==> src/rtl/lsd_pkg.sv <==
package lsd_pkg;

    // Sub-word size codes carried to the memory port
    typedef enum logic [1:0] {
        LSD_SIZE_WORD  = 2'b00,
        LSD_SIZE_BYTE  = 2'b01,
        LSD_SIZE_SHORT = 2'b10
    } lsd_size_e;

    localparam logic [4:0]  COND_ALWAYS   = 5'h1F;
    localparam int          IMM_W         = 6;
    localparam int          DATA_W        = 32;
    localparam logic [2:0]  LXW_NORMAL    = 3'h7;

    // Secondary element address offsets
    localparam logic [31:0] K_BCAST       = 32'h0;
    localparam logic [31:0] K_NORMAL      = 32'h1;
    localparam logic [31:0] K_SHORT       = 32'h2;
    localparam logic [31:0] K_BYTE        = 32'h4;

    // Index registers that honour the broadcast-read bits
    localparam logic [3:0]  BCAST_IDX_DAG1 = 4'h1;
    localparam logic [3:0]  BCAST_IDX_DAG2 = 4'h9;

    // Register port map
    localparam logic [3:0]  CTRL_OFFSET   = 4'h0;
    localparam logic [3:0]  STATUS_OFFSET = 4'h4;
    localparam int          CTRL_SIMD_BIT = 0;
    localparam int          CTRL_BC1_BIT  = 1;
    localparam int          CTRL_BC2_BIT  = 2;
    localparam logic [2:0]  CTRL_RESET    = 3'h0;
    localparam int          STAT_SPACE_LSB = 0;
    localparam int          STAT_OP_LSB    = 8;
    localparam int          STAT_PEND_BIT  = 16;
    localparam logic [7:0]  COUNT_RESET    = 8'h00;

endpackage

==> src/rtl/lsd_decode.sv <==
// The plain strobed port and the register offsets were left to the implementer.
`timescale 1ns/1ps
// Contract
// - g picks data or program memory space
// - d picks load or store
// - u picks pre-modify or post-modify
// - compute-less form: conditional move, 6-bit immediate
// - condition 11111 means unconditional
// - compute-less form issues no compute
// - address is index+imm pre, index post
// - post-modify writes index plus immediate back
// - condition gates access and index update
// - dual mode runs both elements together
// - secondary address adds k of 1/2/4
// - secondary uses complementary data register
// - condition evaluated per element independently
// - broadcast bits force k zero on reads
// - stores byte/short only, loads also sign options
// - lxw 111 normal, w=0 selects byte/short
// - sub-word loads zero-extend, stores write low bits
// - sub-word outside byte space raises fault
// - sign-extend options sign-extend, loads only
module lsd_decode (
    // Clock and reset
    input  wire logic                 clk_in,
    input  wire logic                 reset_n_in,
    // Register port
    input  wire logic [3:0]           reg_addr_in,
    input  wire logic [31:0]          reg_wdata_in,
    input  wire logic                 reg_write_in,
    input  wire logic                 reg_read_in,
    output logic      [31:0]          reg_rdata_out,
    // Instruction fields
    input  wire logic                 instr_valid_in,
    input  wire logic                 form_visa_in,
    input  wire logic [4:0]           cond_in,
    input  wire logic                 g_in,
    input  wire logic                 d_in,
    input  wire logic                 u_in,
    input  wire logic [2:0]           index_num_in,
    input  wire logic [3:0]           dreg_num_in,
    input  wire logic [5:0]           imm_in,
    input  wire logic                 l_in,
    input  wire logic                 x_in,
    input  wire logic                 w_in,
    // Condition evaluator
    input  wire logic                 cond_true_x_in,
    input  wire logic                 cond_true_y_in,
    // Index register file
    output logic      [3:0]           index_sel_out,
    input  wire logic [31:0]          index_value_in,
    input  wire logic                 byte_space_in,
    output logic                      index_we_out,
    output logic      [3:0]           index_wsel_out,
    output logic      [31:0]          index_wdata_out,
    // Register file, store side
    output logic      [3:0]           rf_read_sel_out,
    input  wire logic [31:0]          rf_read_x_in,
    input  wire logic [31:0]          rf_read_y_in,
    // Register file, load side
    output logic                      rf_write_x_en_out,
    output logic                      rf_write_y_en_out,
    output logic      [3:0]           rf_write_sel_out,
    output logic      [31:0]          rf_write_x_data_out,
    output logic      [31:0]          rf_write_y_data_out,
    // Memory port
    output logic                      mem_x_req_out,
    output logic                      mem_y_req_out,
    output logic      [31:0]          mem_x_addr_out,
    output logic      [31:0]          mem_y_addr_out,
    output logic      [31:0]          mem_x_wdata_out,
    output logic      [31:0]          mem_y_wdata_out,
    output logic                      mem_write_out,
    output logic                      mem_pm_out,
    output lsd_pkg::lsd_size_e        mem_size_out,
    input  wire logic [31:0]          mem_x_rdata_in,
    input  wire logic [31:0]          mem_y_rdata_in,
    // Compute and faults
    output logic                      compute_en_out,
    output logic                      illegal_space_out,
    output logic                      illegal_op_out
);
    function automatic logic [31:0] k_of(input lsd_pkg::lsd_size_e s);
        case (s)
            lsd_pkg::LSD_SIZE_BYTE:  k_of = lsd_pkg::K_BYTE;
            lsd_pkg::LSD_SIZE_SHORT: k_of = lsd_pkg::K_SHORT;
            default:                 k_of = lsd_pkg::K_NORMAL;
        endcase
    endfunction

    function automatic logic [31:0] low_bits(input logic [31:0] v,
                                             input lsd_pkg::lsd_size_e s);
        case (s)
            lsd_pkg::LSD_SIZE_BYTE:  low_bits = {24'h000000, v[7:0]};
            lsd_pkg::LSD_SIZE_SHORT: low_bits = {16'h0000, v[15:0]};
            default:                 low_bits = v;
        endcase
    endfunction

    ////////////////////////////////////////////////////////////////////
    // Decode
    lsd_pkg::lsd_size_e size;
    logic               sign;
    logic               legal;
    logic               uncond;
    logic               ok_x;
    logic               ok_y;
    logic               bcast;
    logic               fault_space;
    logic               go;
    logic [31:0]        imm_ext;
    logic [31:0]        k;
    logic [31:0]        base_x;
    logic [2:0]         ctrl_q;
    logic [2:0]         ctrl_d;

    lsd_size_decode u_size (
        .form_visa_in (form_visa_in),
        .store_in     (d_in),
        .l_in         (l_in),
        .x_in         (x_in),
        .w_in         (w_in),
        .size_out     (size),
        .sign_out     (sign),
        .legal_out    (legal)
    );

    assign index_sel_out   = {g_in, index_num_in};
    assign rf_read_sel_out = dreg_num_in;

    always_comb begin
        uncond  = cond_in == lsd_pkg::COND_ALWAYS;
        ok_x    = uncond | cond_true_x_in;
        ok_y    = ctrl_q[lsd_pkg::CTRL_SIMD_BIT]
                  & (uncond | cond_true_y_in);
        imm_ext = {{26{imm_in[5]}}, imm_in};
        bcast   = !d_in && ((index_sel_out == lsd_pkg::BCAST_IDX_DAG1
                             && ctrl_q[lsd_pkg::CTRL_BC1_BIT])
                         || (index_sel_out == lsd_pkg::BCAST_IDX_DAG2
                             && ctrl_q[lsd_pkg::CTRL_BC2_BIT]));
        k       = bcast ? lsd_pkg::K_BCAST : k_of(size);
        base_x  = u_in ? index_value_in
                       : index_value_in + imm_ext;
        // Address space is checked before the condition is looked at
        fault_space = instr_valid_in && legal
                      && size != lsd_pkg::LSD_SIZE_WORD
                      && !byte_space_in;
        go      = instr_valid_in && legal && !fault_space;
    end

    ////////////////////////////////////////////////////////////////////
    // Issue stage
    logic               req_x_q, req_x_d;
    logic               req_y_q, req_y_d;
    logic [31:0]        addr_x_q, addr_x_d;
    logic [31:0]        addr_y_q, addr_y_d;
    logic [31:0]        wd_x_q, wd_x_d;
    logic [31:0]        wd_y_q, wd_y_d;
    logic               we_q, we_d;
    logic               pm_q, pm_d;
    lsd_pkg::lsd_size_e size_q, size_d;
    logic               sign_q, sign_d;
    logic [3:0]         dst_q, dst_d;
    logic               iwe_q, iwe_d;
    logic [3:0]         isel_q, isel_d;
    logic [31:0]        iwd_q, iwd_d;
    logic               cmp_q, cmp_d;
    logic               fsp_q, fsp_d;
    logic               fop_q, fop_d;

    always_comb begin
        req_x_d  = go && ok_x;
        req_y_d  = go && ok_y;
        addr_x_d = base_x;
        addr_y_d = base_x + k;
        we_d     = d_in;
        pm_d     = g_in;
        size_d   = size;
        sign_d   = sign;
        dst_d    = dreg_num_in;
        wd_x_d   = low_bits(rf_read_x_in, size);
        wd_y_d   = low_bits(rf_read_y_in, size);
        iwe_d    = go && u_in && (ok_x || ok_y);
        isel_d   = index_sel_out;
        iwd_d    = index_value_in + imm_ext;
        // Only the compute-capable form may start a compute
        cmp_d    = go && !form_visa_in && (ok_x || ok_y);
        fsp_d    = fault_space;
        fop_d    = instr_valid_in && !legal;
    end

    always_ff @(posedge clk_in or negedge reset_n_in) begin
        if (!reset_n_in) begin
            req_x_q  <= 1'b0;
            req_y_q  <= 1'b0;
            addr_x_q <= 32'h0;
            addr_y_q <= 32'h0;
            wd_x_q   <= 32'h0;
            wd_y_q   <= 32'h0;
            we_q     <= 1'b0;
            pm_q     <= 1'b0;
            size_q   <= lsd_pkg::LSD_SIZE_WORD;
            sign_q   <= 1'b0;
            dst_q    <= 4'h0;
            iwe_q    <= 1'b0;
            isel_q   <= 4'h0;
            iwd_q    <= 32'h0;
            cmp_q    <= 1'b0;
            fsp_q    <= 1'b0;
            fop_q    <= 1'b0;
        end else begin
            req_x_q  <= req_x_d;
            req_y_q  <= req_y_d;
            addr_x_q <= addr_x_d;
            addr_y_q <= addr_y_d;
            wd_x_q   <= wd_x_d;
            wd_y_q   <= wd_y_d;
            we_q     <= we_d;
            pm_q     <= pm_d;
            size_q   <= size_d;
            sign_q   <= sign_d;
            dst_q    <= dst_d;
            iwe_q    <= iwe_d;
            isel_q   <= isel_d;
            iwd_q    <= iwd_d;
            cmp_q    <= cmp_d;
            fsp_q    <= fsp_d;
            fop_q    <= fop_d;
        end
    end

    assign mem_x_req_out     = req_x_q;
    assign mem_y_req_out     = req_y_q;
    assign mem_x_addr_out    = addr_x_q;
    assign mem_y_addr_out    = addr_y_q;
    assign mem_x_wdata_out   = wd_x_q;
    assign mem_y_wdata_out   = wd_y_q;
    assign mem_write_out     = we_q;
    assign mem_pm_out        = pm_q;
    assign mem_size_out      = size_q;
    assign index_we_out      = iwe_q;
    assign index_wsel_out    = isel_q;
    assign index_wdata_out   = iwd_q;
    assign compute_en_out    = cmp_q;
    assign illegal_space_out = fsp_q;
    assign illegal_op_out    = fop_q;

    ////////////////////////////////////////////////////////////////////
    // Load return: memory data stand the cycle after the request
    logic               pend_x_q, pend_x_d;
    logic               pend_y_q, pend_y_d;
    lsd_pkg::lsd_size_e psize_q, psize_d;
    logic               psign_q, psign_d;
    logic [3:0]         pdst_q, pdst_d;
    logic               rwx_q, rwx_d;
    logic               rwy_q, rwy_d;
    logic [3:0]         rsel_q, rsel_d;
    logic [31:0]        rdx_q, rdx_d;
    logic [31:0]        rdy_q, rdy_d;
    logic [31:0]        raw [2];
    logic [31:0]        ext [2];

    assign raw[0] = mem_x_rdata_in;
    assign raw[1] = mem_y_rdata_in;

    genvar lane;
    generate
        for (lane = 0; lane < 2; lane++) begin : g_lane
            lsd_load_extend u_ext (
                .raw_in   (raw[lane]),
                .size_in  (psize_q),
                .sign_in  (psign_q),
                .data_out (ext[lane])
            );
        end
    endgenerate

    always_comb begin
        pend_x_d = req_x_q && !we_q;
        pend_y_d = req_y_q && !we_q;
        psize_d  = size_q;
        psign_d  = sign_q;
        pdst_d   = dst_q;
        rwx_d    = pend_x_q;
        rwy_d    = pend_y_q;
        rsel_d   = pdst_q;
        rdx_d    = ext[0];
        rdy_d    = ext[1];
    end

    always_ff @(posedge clk_in or negedge reset_n_in) begin
        if (!reset_n_in) begin
            pend_x_q <= 1'b0;
            pend_y_q <= 1'b0;
            psize_q  <= lsd_pkg::LSD_SIZE_WORD;
            psign_q  <= 1'b0;
            pdst_q   <= 4'h0;
            rwx_q    <= 1'b0;
            rwy_q    <= 1'b0;
            rsel_q   <= 4'h0;
            rdx_q    <= 32'h0;
            rdy_q    <= 32'h0;
        end else begin
            pend_x_q <= pend_x_d;
            pend_y_q <= pend_y_d;
            psize_q  <= psize_d;
            psign_q  <= psign_d;
            pdst_q   <= pdst_d;
            rwx_q    <= rwx_d;
            rwy_q    <= rwy_d;
            rsel_q   <= rsel_d;
            rdx_q    <= rdx_d;
            rdy_q    <= rdy_d;
        end
    end

    assign rf_write_x_en_out   = rwx_q;
    assign rf_write_y_en_out   = rwy_q;
    assign rf_write_sel_out    = rsel_q;
    assign rf_write_x_data_out = rdx_q;
    assign rf_write_y_data_out = rdy_q;

    ////////////////////////////////////////////////////////////////////
    // Register port
    logic [7:0]  nsp_q, nsp_d;
    logic [7:0]  nop_q, nop_d;
    logic [31:0] rd_q, rd_d;

    always_comb begin
        ctrl_d = ctrl_q;
        if (reg_write_in && reg_addr_in == lsd_pkg::CTRL_OFFSET) begin
            ctrl_d = reg_wdata_in[2:0];
        end
        // Fault counters wrap; software reads differences
        nsp_d = nsp_q + {7'h00, fault_space};
        nop_d = nop_q + {7'h00, instr_valid_in && !legal};
        rd_d  = 32'h0;
        if (reg_read_in && reg_addr_in == lsd_pkg::CTRL_OFFSET) begin
            rd_d = {29'h0, ctrl_q};
        end else if (reg_read_in
                     && reg_addr_in == lsd_pkg::STATUS_OFFSET) begin
            rd_d = {15'h0, pend_x_q | pend_y_q, nop_q, nsp_q};
        end
    end

    always_ff @(posedge clk_in or negedge reset_n_in) begin
        if (!reset_n_in) begin
            ctrl_q <= lsd_pkg::CTRL_RESET;
            nsp_q  <= lsd_pkg::COUNT_RESET;
            nop_q  <= lsd_pkg::COUNT_RESET;
            rd_q   <= 32'h0;
        end else begin
            ctrl_q <= ctrl_d;
            nsp_q  <= nsp_d;
            nop_q  <= nop_d;
            rd_q   <= rd_d;
        end
    end

    assign reg_rdata_out = rd_q;
endmodule // lsd_decode

==> src/rtl/lsd_load_extend.sv <==
`timescale 1ns/1ps
module lsd_load_extend (
    // Raw memory word, sub-word in the low bits
    input  wire logic [31:0]          raw_in,
    input  wire lsd_pkg::lsd_size_e   size_in,
    input  wire logic                 sign_in,
    // Extended word
    output logic [31:0]               data_out
);
    always_comb begin
        data_out = raw_in;
        if (size_in == lsd_pkg::LSD_SIZE_BYTE) begin
            data_out = {{24{sign_in & raw_in[7]}},
                        raw_in[7:0]};
        end else if (size_in == lsd_pkg::LSD_SIZE_SHORT) begin
            data_out = {{16{sign_in & raw_in[15]}},
                        raw_in[15:0]};
        end
    end
endmodule // lsd_load_extend

==> src/rtl/lsd_size_decode.sv <==
`timescale 1ns/1ps
module lsd_size_decode (
    // Encoding
    input  wire logic                 form_visa_in,
    input  wire logic                 store_in,
    input  wire logic                 l_in,
    input  wire logic                 x_in,
    input  wire logic                 w_in,
    // Decoded size
    output lsd_pkg::lsd_size_e        size_out,
    output logic                      sign_out,
    output logic                      legal_out
);
    always_comb begin
        size_out  = lsd_pkg::LSD_SIZE_WORD;
        sign_out  = 1'b0;
        legal_out = 1'b1;
        // The compute form has no size field and is always a full word
        if (form_visa_in) begin
            if ({l_in, x_in, w_in} == lsd_pkg::LXW_NORMAL) begin
                size_out = lsd_pkg::LSD_SIZE_WORD;
            end else if (!w_in) begin
                size_out = l_in ? lsd_pkg::LSD_SIZE_SHORT
                                : lsd_pkg::LSD_SIZE_BYTE;
                sign_out = x_in;
                // Stores take plain byte or short only; sign is loads only
                legal_out = !(store_in && x_in);
            end else begin
                legal_out = 1'b0;
            end
        end
    end
endmodule // lsd_size_decode

==> config.mk <==
export PLATFORM = sky130hd
export DESIGN_NAME = lsd_decode
export DESIGN_NICKNAME = d
export VERILOG_FILES = /design/src/rtl/lsd_pkg.sv /design/src/rtl/lsd_decode.sv /design/src/rtl/lsd_load_extend.sv /design/src/rtl/lsd_size_decode.sv
export SDC_FILE = /design/constraint.sdc
export NUM_CORES = 1
export LEC_CHECK = 0
export BUFFER_PORTS_ARGS = -buffer_cell sky130_fd_sc_hd__buf_4
export CORE_MARGIN = 2
export CORE_UTILIZATION = 30
export CTS_BUF_LIST = sky130_fd_sc_hd__clkbuf_4
export CTS_CLUSTER_SIZE = 14
export DETAILED_ROUTE_END_ITERATION = 10
export PLACE_DENSITY = 0.55
export SETUP_SLACK_MARGIN = 0.15
export SLEW_MARGIN = 25
export SYNTH_ARGS = -nofsm -noshare
export SYNTH_HDL_FRONTEND = slang
export SYNTH_SLANG_ARGS = --single-unit
==> constraint.sdc <==
create_clock -name clk_in -period 4.2 [get_ports clk_in]
set_clock_uncertainty 0.05 [all_clocks]
set_input_delay 0.84 -clock clk_in [delete_from_list [all_inputs] [get_ports clk_in]]
set_output_delay 0.84 -clock clk_in [all_outputs]
set_load 0.1 [all_outputs]
==> results.json, run 1 <==
{
  "outcome": "finished clean",
  "yosysUniqueCellTypes": 80,
  "seq_power_share": 0.350,
  "fmax_mhz": 278.5,
  "power_leakage_nw": 8.799,
  "multi_input_area_mm2": 0.004624,
  "comb_power_share": 0.370,
  "post_drt_wl_per_cell_um": 18.75,
  "drive_above_1_share": 0.4048,
  "p_int_w": 0.005260,
  "vias": 10187,
  "firstDrtPassIters": 6,
  "totalWireLength_mm": 41.32,
  "slew_viol_final": 0,
  "drc": 0,
  "grt_max_degree": 92,
  "cts_root_buffer": "clkbuf_4",
  "period_share": 0.8548,
  "slowest_stage": "o41ai_1",
  "synth_area_mm2": 0.01236,
  "synth-async-reset-ratio": 1.000,
  "pwr-share-clk": 0.280,
  "p_sw_w": 0.003979,
  "rows": 74,
  "grt_pass1_vias": 10212,
  "path_clk_slew_ns": 0.06,
  "dieWidth_um": 207.0,
  "synth_commonest_cells": "dfrtp_1 (293), nand2_1 (112), a21oi_1 (73), o21ai_0 (53), nor2_1 (47)",
  "tightest_slew_ns": 0.8469,
  "synth_ff_type": "dfrtp_1",
  "worstSetupStartpointType": "input port",
  "syn_area_per_cell_um2": 11.42,
  "hold_viol_final": 0,
  "setup_viol": 0,
  "yosysSeqAreaShare": 0.5932,
  "crit_path_max_fanout": 3,
  "r2r-end": "mem_y_addr_out[30]",
  "powerDensity_mw_per_mm2": 525.2,
  "path_delay_family": "compound AO/OA/AOI/OAI gates",
  "syn_to_final_growth_pct": 42.32,
  "cap_viol_max_count": 0,
  "rsz0062_at_grt": "false",
  "crit_type": "in2reg",
  "endpoint_kind": "flip-flop",
  "hp-class": "in2async",
  "swShare": 0.4307,
  "hold_ws_ns": 0.09683,
  "numPortBuffers": 468,
  "cts.sinks": 293,
  "gp_congestion": 0.8542,
  "grt_pass1_wl_mm": 59.82,
  "reg2reg_depth": 13,
  "cts_tree": "built",
  "start_util": 0.3034,
  "insertion_delay_ns": 0.70,
  "synthDominantCellAreaShare": 0.5932,
  "cp.arrival_ns": 4.13,
  "cp_cell_sequence": "buf_4, ha_1, inv_1, fa_1, nand2b_1, a21oi_2, o311a_4, a21oi_4, o41ai_1, buf_4, mux2_4, a2111oi_4, and3_1, nand4_1, xnor2_1",
  "yosysMostFrequentCell": "dfrtp_1",
  "cp.required_ns": 4.74,
  "hpwlAfterDp_mm": 31.86,
  "drtIter0Drc": 420,
  "ys_warn_count": 0,
  "hold_buffers": 0,
  "syn_inst": 1082,
  "cts_buffers": 80,
  "synth_edf_count": 0,
  "io_pins": 513,
  "r2r-start": "ctrl_q[2]",
  "register_area_mm2": 0.007332,
  "design.core.area_mm2": 0.04074,
  "crit_path_start": "index_value_in[0]",
  "cts_resized": 0,
  "fill_cells": 3966,
  "clockBufferDepth": 3,
  "detail-route-antenna-nets": 0,
  "cts_setup_buffers": 0,
  "synth_area_leaders": "dfrtp_1 (59%), ha_1 (4.2%), nand2_1 (3.4%)",
  "r2r_slack_ns": 0.93,
  "antenna_found_initial": 1,
  "yosys.area.top_type": "dfrtp_1",
  "cpPeakStageDelay_ns": 0.43,
  "die_area_mm2": 0.04284,
  "place_ws_ns": -0.09740,
  "ys_seq_elements": 293,
  "setup_ws_ns": 0.6099,
  "fin_crit_ns": 3.590,
  "vias_per_cell": 4.624,
  "final_nets": 1885,
  "track_usage": 0.1860,
  "h-tree-depth": 3,
  "grt.overflow.total": 0,
  "die_h_um": 207.0,
  "max_slew_margin": 0.4338,
  "vdd_drop_max_mv": 0.4471,
  "path_buf_inv": 3,
  "cpMostUsedCell": "buf_4"
}
[flip-flops by register name (all words and copies together) (netlist names), 2 cells and up]
name and count:
rf_write_y_data_out 32, mem_x_addr_out 32, nop_q 8, ctrl_q 3, index_wdata_out 32, dst_q 4, mem_y_addr_out 32, nsp_q 8
reg_rdata_out 17, rf_write_sel_out 4, mem_x_wdata_out 32, psize_q 2, mem_size_out 2, pdst_q 4, mem_y_wdata_out 32, index_wsel_out 4
rf_write_x_data_out 32
[area by class of cell]
| class | instances | share of cell area |
|---|---|---|
| diodes | 1 | 0.0001422 |
| clock buffers | 123 | 0.05249 |
| flip-flops and latches | 293 | 0.4168 |
| repair buffers | 502 | 0.2175 |
| multi-input cells | 706 | 0.2629 |
| well taps | 532 | 0.03784 |
| inverters | 30 | 0.006401 |
| clock inverters | 16 | 0.005974 |
[per-stage QoR]
stage            util  area [um2]  setup TNS (ns)  power (W)  instances
6_report       0.4318       17590               0   0.009239       2203
5_1_grt        0.4318       17590               0   0.009687       2203
4_1_cts        0.4318       17590               0   0.009385       2202
3_5_place_dp   0.4065       16560         -0.1729   0.006724       2063
3_3_place_gp   0.4065       16560         -0.1687   0.006715       2063
2_1_floorplan       -       12440               0   0.005777       1096
[layout by cell type, fill, tap and decap left out, types with 13 or more instances in the layout]
master      n
buf_4     497
dfrtp_1   293
clkbuf_4  123
nand2_1   112
a21oi_1    73
o21ai_0    53
nor2_1     47
and2_1     45
xnor2_1    42
ha_1       41
nor2b_1    39
inv_1      29
nand3_1    26
a21o_1     24
and3_1     16
xor2_1     15
conb_1     15
nand4_1    13
[logic make-up after synthesis]
kind of cell	Yosys count	share of synthesized area
AOI/OAI and AO/OA	224	0.1229
xor gates and xnor gates	57	0.04039
adders and majority gates	43	0.04474
buffers and inverters	97	0.03735
DFF	293	0.5932
muxes	12	0.01083
other	1	0.0003034
and+or+nand+nor	355	0.1503
[per-layer routing]
metal,global-route usage,wire length (um),vias to the layer above
met5,0,0,-
li1,-,-,4809
met3,0.05416,3145,66
met4,0.08561,1345,0
met2,0.3208,20740,354
met1,0.2126,16090,4958
[power groups by stage]
stage | clock, W | sequential (W) | combinational [W]
after global placement | 0 | 0.00328 | 0.00343
after detailed placement | 0 | 0.00329 | 0.00344
after CTS | 0.00270 | 0.00324 | 0.00344
after floorplan | 0 | 0.00511 | 0.000669
final | 0.00258 | 0.00324 | 0.00342
after global routing | 0.00286 | 0.00326 | 0.00356
[worst max path at each step]
stage / to / cells after the start
2_1_floorplan: mem_y_addr_out[28] / 16
3_3_place_gp: mem_y_addr_out[31] / 15
3_5_place_dp: mem_y_addr_out[31] / 15
4_1_cts: mem_y_addr_out[31] / 15
5_1_grt: mem_y_addr_out[31] / 15
6_report: mem_y_addr_out[31] / 15
No activity file was read; power rests on OpenSTA's default activity.
==> run 2, diff against run 1 <==
Settings changed: ABC_AREA set to 1, PLACE_DENSITY 0.55 to 0.54.
==> results.json, run 2 <==
{
  "swShare": 0.4348,
  "crit_type": "in2reg",
  "synthDominantCellAreaShare": 0.5485,
  "h-tree-depth": 3,
  "vias_per_cell": 4.344,
  "die_h_um": 215.1,
  "tightest_slew_ns": 0.9484,
  "min_delay_path_depth": 1,
  "place_ws_ns": 0.1148,
  "synth_commonest_cells": "nand2_1 (383), dfrtp_1 (293), inv_1 (278), nor2_1 (161), nand3_1 (82)",
  "p_sw_w": 0.004078,
  "start_util": 0.3029,
  "multi_input_area_mm2": 0.004702,
  "synth_edf_count": 0,
  "final_nets": 2369,
  "hp-class": "in2reg",
  "fin_crit_ns": 3.246,
  "design.core.area_mm2": 0.04412,
  "synth_area_leaders": "dfrtp_1 (55%), nand2_1 (11%), inv_1 (7.8%)",
  "cts_resized": 0,
  "post_drt_wl_per_cell_um": 18.48,
  "powerDensity_mw_per_mm2": 502.4,
  "max_slew_margin": 0.3660,
  "cts_buffers": 85,
  "ys_seq_elements": 293,
  "yosysUniqueCellTypes": 40,
  "clockBufferDepth": 3,
  "hold_viol_final": 0,
  "track_usage": 0.2199,
  "vdd_drop_max_mv": 0.4116,
  "dieWidth_um": 215.1,
  "cts.sinks": 293,
  "drc": 0,
  "final_common_cell": "buf_4",
  "p_int_w": 0.005302,
  "grt.overflow.total": 0,
  "grt_pass1_wl_mm": 75.12,
  "dpl_cell_area_mm2": 0.01751,
  "antenna_found_initial": 8,
  "cts_tree": "built",
  "firstDrtPassIters": 5,
  "register_area_mm2": 0.007332,
  "totalNegativeSetupSlack_ns": 0,
  "detail-route-antenna-nets": 0,
  "hpwlAfterDp_mm": 40.52,
  "syn_to_final_growth_pct": 39.68,
  "synth-async-reset-ratio": 1.000,
  "setup_ws_ns": 0.9545,
  "final_area_mm2": 0.01867,
  "setup_viol": 0,
  "syn_area_per_cell_um2": 8.574,
  "yosysSeqAreaShare": 0.5485,
  "crit_path_max_fanout": 6,
  "reg2reg_depth": 18,
  "vias": 11964,
  "io_pins": 513,
  "drive_above_1_share": 0.3219,
  "endpoint_kind": "flip-flop",
  "worstSetupStartpointType": "input port",
  "cp.required_ns": 4.82,
  "total_power_w": 0.009379,
  "yosys.area.top_type": "dfrtp_1",
  "ys_warn_count": 0,
  "rows": 77,
  "comb_power_share": 0.362,
  "die_area_mm2": 0.04626,
  "cts_root_buffer": "clkbuf_4",
  "pwr-share-clk": 0.292,
  "cp.arrival_ns": 3.86,
  "slew_viol_final": 0,
  "grt_max_degree": 95,
  "final_util": 0.4231,
  "cap_viol_max_count": 0,
  "outcome": "finished clean",
  "insertion_delay_ns": 0.78,
  "synth_area_mm2": 0.01337,
  "syn_inst": 1559,
  "fill_cells": 4522,
  "numPortBuffers": 468,
  "period_share": 0.7727,
  "yosysMostFrequentCell": "nand2_1",
  "grt_pass1_vias": 12208,
  "gp_congestion": 0.9097,
  "final_cell_mix": "buf_4 (481), nand2_1 (383), dfrtp_1 (293), inv_1 (278), nor2_1 (161)",
  "synth_ff_type": "dfrtp_1",
  "drtIter0Drc": 643,
  "totalWireLength_mm": 50.90,
  "power_leakage_nw": 10.41,
  "rsz0062_at_grt": "false",
  "seq_power_share": 0.347,
  "fmax_mhz": 308.1,
  "path_clk_slew_ns": 0.06
}
[run 2: worst paths after layout]
| path | startpoint | end | slack [ns] |
|---|---|---|---|
| max in group asynchronous | reset_n_in | reg_rdata_out[7] | 2.41 |
| worst min-delay path | rf_read_x_in[3] | mem_x_wdata_out[3] | 0.12 |
| worst max-delay path | imm_in[0] | mem_y_addr_out[20] | 0.95 |
| worst min register to register | dst_q[1] | pdst_q[1] | 0.29 |
| min in group asynchronous | reset_n_in | mem_x_wdata_out[3] | 0.61 |
| worst max register to register | ctrl_q[2] | mem_y_addr_out[20] | 1.09 |
[run 2: timing repair]
item                      CTS  global route
buffers inserted            0             0
hold endpoints to repair   79             0
hold buffers                5             0
[run 2: worst max-delay path, stage by stage]
cell and delay, ns:
buf_4 0.11, ha_1 0.25, inv_1 0.09, fa_1 0.42
nand2_1 0.08, o21ai_0 0.15, fa_1 0.49, nor2_1 0.12
o211ai_1 0.12, nor2_1 0.27, nand2_2 0.12, nor2_4 0.12
nand2_2 0.11, inv_2 0.10, nand2_2 0.06, nor2_4 0.17
nand2_1 0.09, xor2_1 0.14
[run 2: kinds of logic after synthesis]
kind of cell	Yosys count	share of synthesized area
buf+inv	338	0.1036
xor+xnor	31	0.02087
compound gates	124	0.04905
other cells	1	0.0002806
fa+ha+maj	43	0.04137
simple gates	729	0.2363
flops	293	0.5485
[run 2: per-stage QoR]
stage	instances	hold slack [ns]
after floorplan	1573	0.2812
after global placement	2597	0.2846
after detailed placement	2597	0.2847
final	2754	0.1188
after CTS	2748	0.003001
after global routing	2753	0.03327
[run 2: area by class of cell]
cell class,instances,area share
flip-flops and latches,293,0.3927
diodes,6,0.0008042
clock buffers,127,0.05107
clock inverters,19,0.007372
repair buffers,489,0.1990
inverters,286,0.05750
multi-input cells,942,0.2518
well taps,592,0.03967
[run 2: layer usage]
layer  global-route usage  part of all wire
met4               0.1048             0.036
met1               0.2605              0.40
met3              0.06681             0.077
met5                    0           0.00053
met2               0.3648              0.48
[run 2: power groups by stage]
stage	Combinational (W)	Sequential (W)	Clock, W
final	0.00339	0.00325	0.00273
after CTS	0.00342	0.00325	0.00286
after global routing	0.00357	0.00327	0.00302
after floorplan	0.000733	0.00500	0
after global placement	0.00340	0.00330	0
after detailed placement	0.00341	0.00330	0
==> run 3, diff against run 2 <==
Settings changed: ABC_AREA 1 to 0, PLACE_DENSITY 0.54 to 0.57.
Clock period 4.2 ns to 2.8 ns, I/O delays scaled along.
==> results.json, run 3 (synthesized netlist as in run 1, its figures left out) <==
{
  "grt_pass1_wl_mm": 66.64,
  "hp-class": "in2reg",
  "crit_path_max_fanout": 8,
  "setup_viol": 15,
  "cts_root_buffer": "clkbuf_4",
  "vias_per_cell": 4.519,
  "fmax_mhz": 331.8,
  "register_area_mm2": 0.007332,
  "cp.depth": 13,
  "grt.busiest_layer": "met2",
  "insertion_delay_ns": 0.72,
  "cp.required_ns": 3.32,
  "reg2reg_depth": 13,
  "rsz0062_at_grt": "true",
  "min_delay_path_depth": 3,
  "crit_type": "reg2reg",
  "die_h_um": 207.0,
  "post_drt_wl_per_cell_um": 18.21,
  "placed_cells": 2247,
  "cp_cell_sequence": "mux2_4, a21oi_4, ha_4, inv_2, fa_2, inv_2, a21oi_2, or2_1, or4b_4, nor3_4, buf_12, nand3b_1, xnor2_1",
  "start_util": 0.3034,
  "fill_cells": 3683,
  "vdd_drop_max_mv": 0.5721,
  "slowest_stage": "or4b_4",
  "drc": 0,
  "cpMostUsedCell": "inv_2",
  "vias": 11455,
  "worstSetupStartpointType": "flip-flop",
  "grt.overflow.total": 0,
  "tightest_slew_ns": 0.8043,
  "fin_crit_ns": 3.014,
  "cap_viol_max_count": 0,
  "drtIter0Drc": 505,
  "hold_viol_final": 0,
  "power_leakage_nw": 10.39,
  "antenna_found_initial": 8,
  "hold_ws_ns": 0.1032,
  "outcome": "complete, but fails checks",
  "io_pins": 513,
  "endpoint_kind": "flip-flop",
  "h-tree-depth": 3,
  "total_power_w": 0.01459,
  "cp.arrival_ns": 3.54,
  "slew_viol_final": 0,
  "r2r_slack_ns": -0.21,
  "track_usage": 0.2061,
  "path_clk_slew_ns": 0.06,
  "gp_congestion": 0.8733,
  "numPortBuffers": 468,
  "clockBufferDepth": 3,
  "powerDensity_mw_per_mm2": 704.2,
  "syn_to_final_growth_pct": 67.64,
  "detail-route-antenna-nets": 0,
  "period_share": 1.076,
  "drive_above_1_share": 0.4556,
  "finalNonFillerCells": 2535,
  "cpPeakStageDelay_ns": 0.56,
  "dieWidth_um": 207.0,
  "grt_pass1_vias": 11889,
  "rows": 74,
  "hpwlAfterDp_mm": 34.41,
  "final_cell_mix": "buf_4 (685), dfrtp_1 (293), dlygate4sd3_1 (129), clkbuf_4 (118), nand2_1 (108)",
  "max_slew_margin": 0.4623,
  "cts.sinks": 293,
  "cts_buffers": 82,
  "setup_ws_ns": -0.2138,
  "final_common_cell": "buf_4",
  "totalWireLength_mm": 46.15,
  "use_met2": 0.3687,
  "failed_checks": "negative setup slack",
  "path_delay_family": "simple AND/OR/NAND/NOR gates",
  "use_met1": 0.2304,
  "multi_input_area_mm2": 0.004921,
  "cts_tree": "built",
  "design.core.area_mm2": 0.04074,
  "final_util": 0.5086,
  "die_area_mm2": 0.04284,
  "grt_max_degree": 70,
  "grtUsageMet3": 0.05463,
  "firstDrtPassIters": 5,
  "final_nets": 2211,
  "path_buf_inv": 3
}
## run 3: repair_timing
action                                 CTS  global route
hold buffers                           129             0
pin swaps                               10            18
cloned                                   0             1
endpoints found under the hold margin  186             0
buffers inserted                         1             9
resized for setup                        7            45
setup endpoints to repair               21            26
## run 3: per-stage QoR
stage / area [um2] / setup slack [ns] / TNS (ns)
final: 20720 / -0.2138 / -1.728
after global routing: 20720 / -0.3482 / -3.609
after CTS: 20420 / -0.2504 / -1.986
after detailed placement: 18060 / -0.9988 / -28.46
after global placement: 18060 / -0.9445 / -26.55
after floorplan: 12560 / -0.7812 / -12.03
## run 3: final timing paths
check                                 from                  end
max in group asynchronous       reset_n_in   mem_x_addr_out[19]
worst max register to register   ctrl_q[1]   mem_y_addr_out[20]
worst min-delay path             imm_in[0]   index_wdata_out[0]
min in group asynchronous       reset_n_in  mem_y_wdata_out[14]
worst max-delay path             ctrl_q[1]   mem_y_addr_out[20]
worst min register to register    dst_q[0]            pdst_q[0]
## run 3: power by group
group          total (W)  internal, W  leakage (nW)  switching, W
logic            0.00578      0.00159          6.21       0.00418
registers        0.00487      0.00467          3.56      0.000195
clock network    0.00394      0.00211         0.620       0.00183
## run 3: final cells by class
class	instances	share of cell area
Clock buffer	118	0.04275
Antenna cell	8	0.0009661
Tap cell	532	0.03212
Inverter	30	0.005434
Clock inverter	22	0.007065
Multi-Input combinational cell	706	0.2375
Timing Repair Buffer	826	0.3203
Sequential cell	293	0.3538
## run 3: worst reg2reg max path, cell delays in order, from the launching register on
cell      delay, ns
dfrtp_1        0.38
mux2_4         0.30
a21oi_4        0.15
ha_4           0.16
inv_2          0.04
fa_2           0.34
inv_2          0.06
a21oi_2        0.05
or2_1          0.23
or4b_4         0.56
nor3_4         0.17
buf_12         0.15
nand3b_1       0.10
xnor2_1        0.14
## run 3: metal layers
metal / wire length [um] / share of wire
met4: 1586 / 0.034
met3: 3091 / 0.067
met1: 17430 / 0.38
met5: 0 / 0
met2: 24040 / 0.52
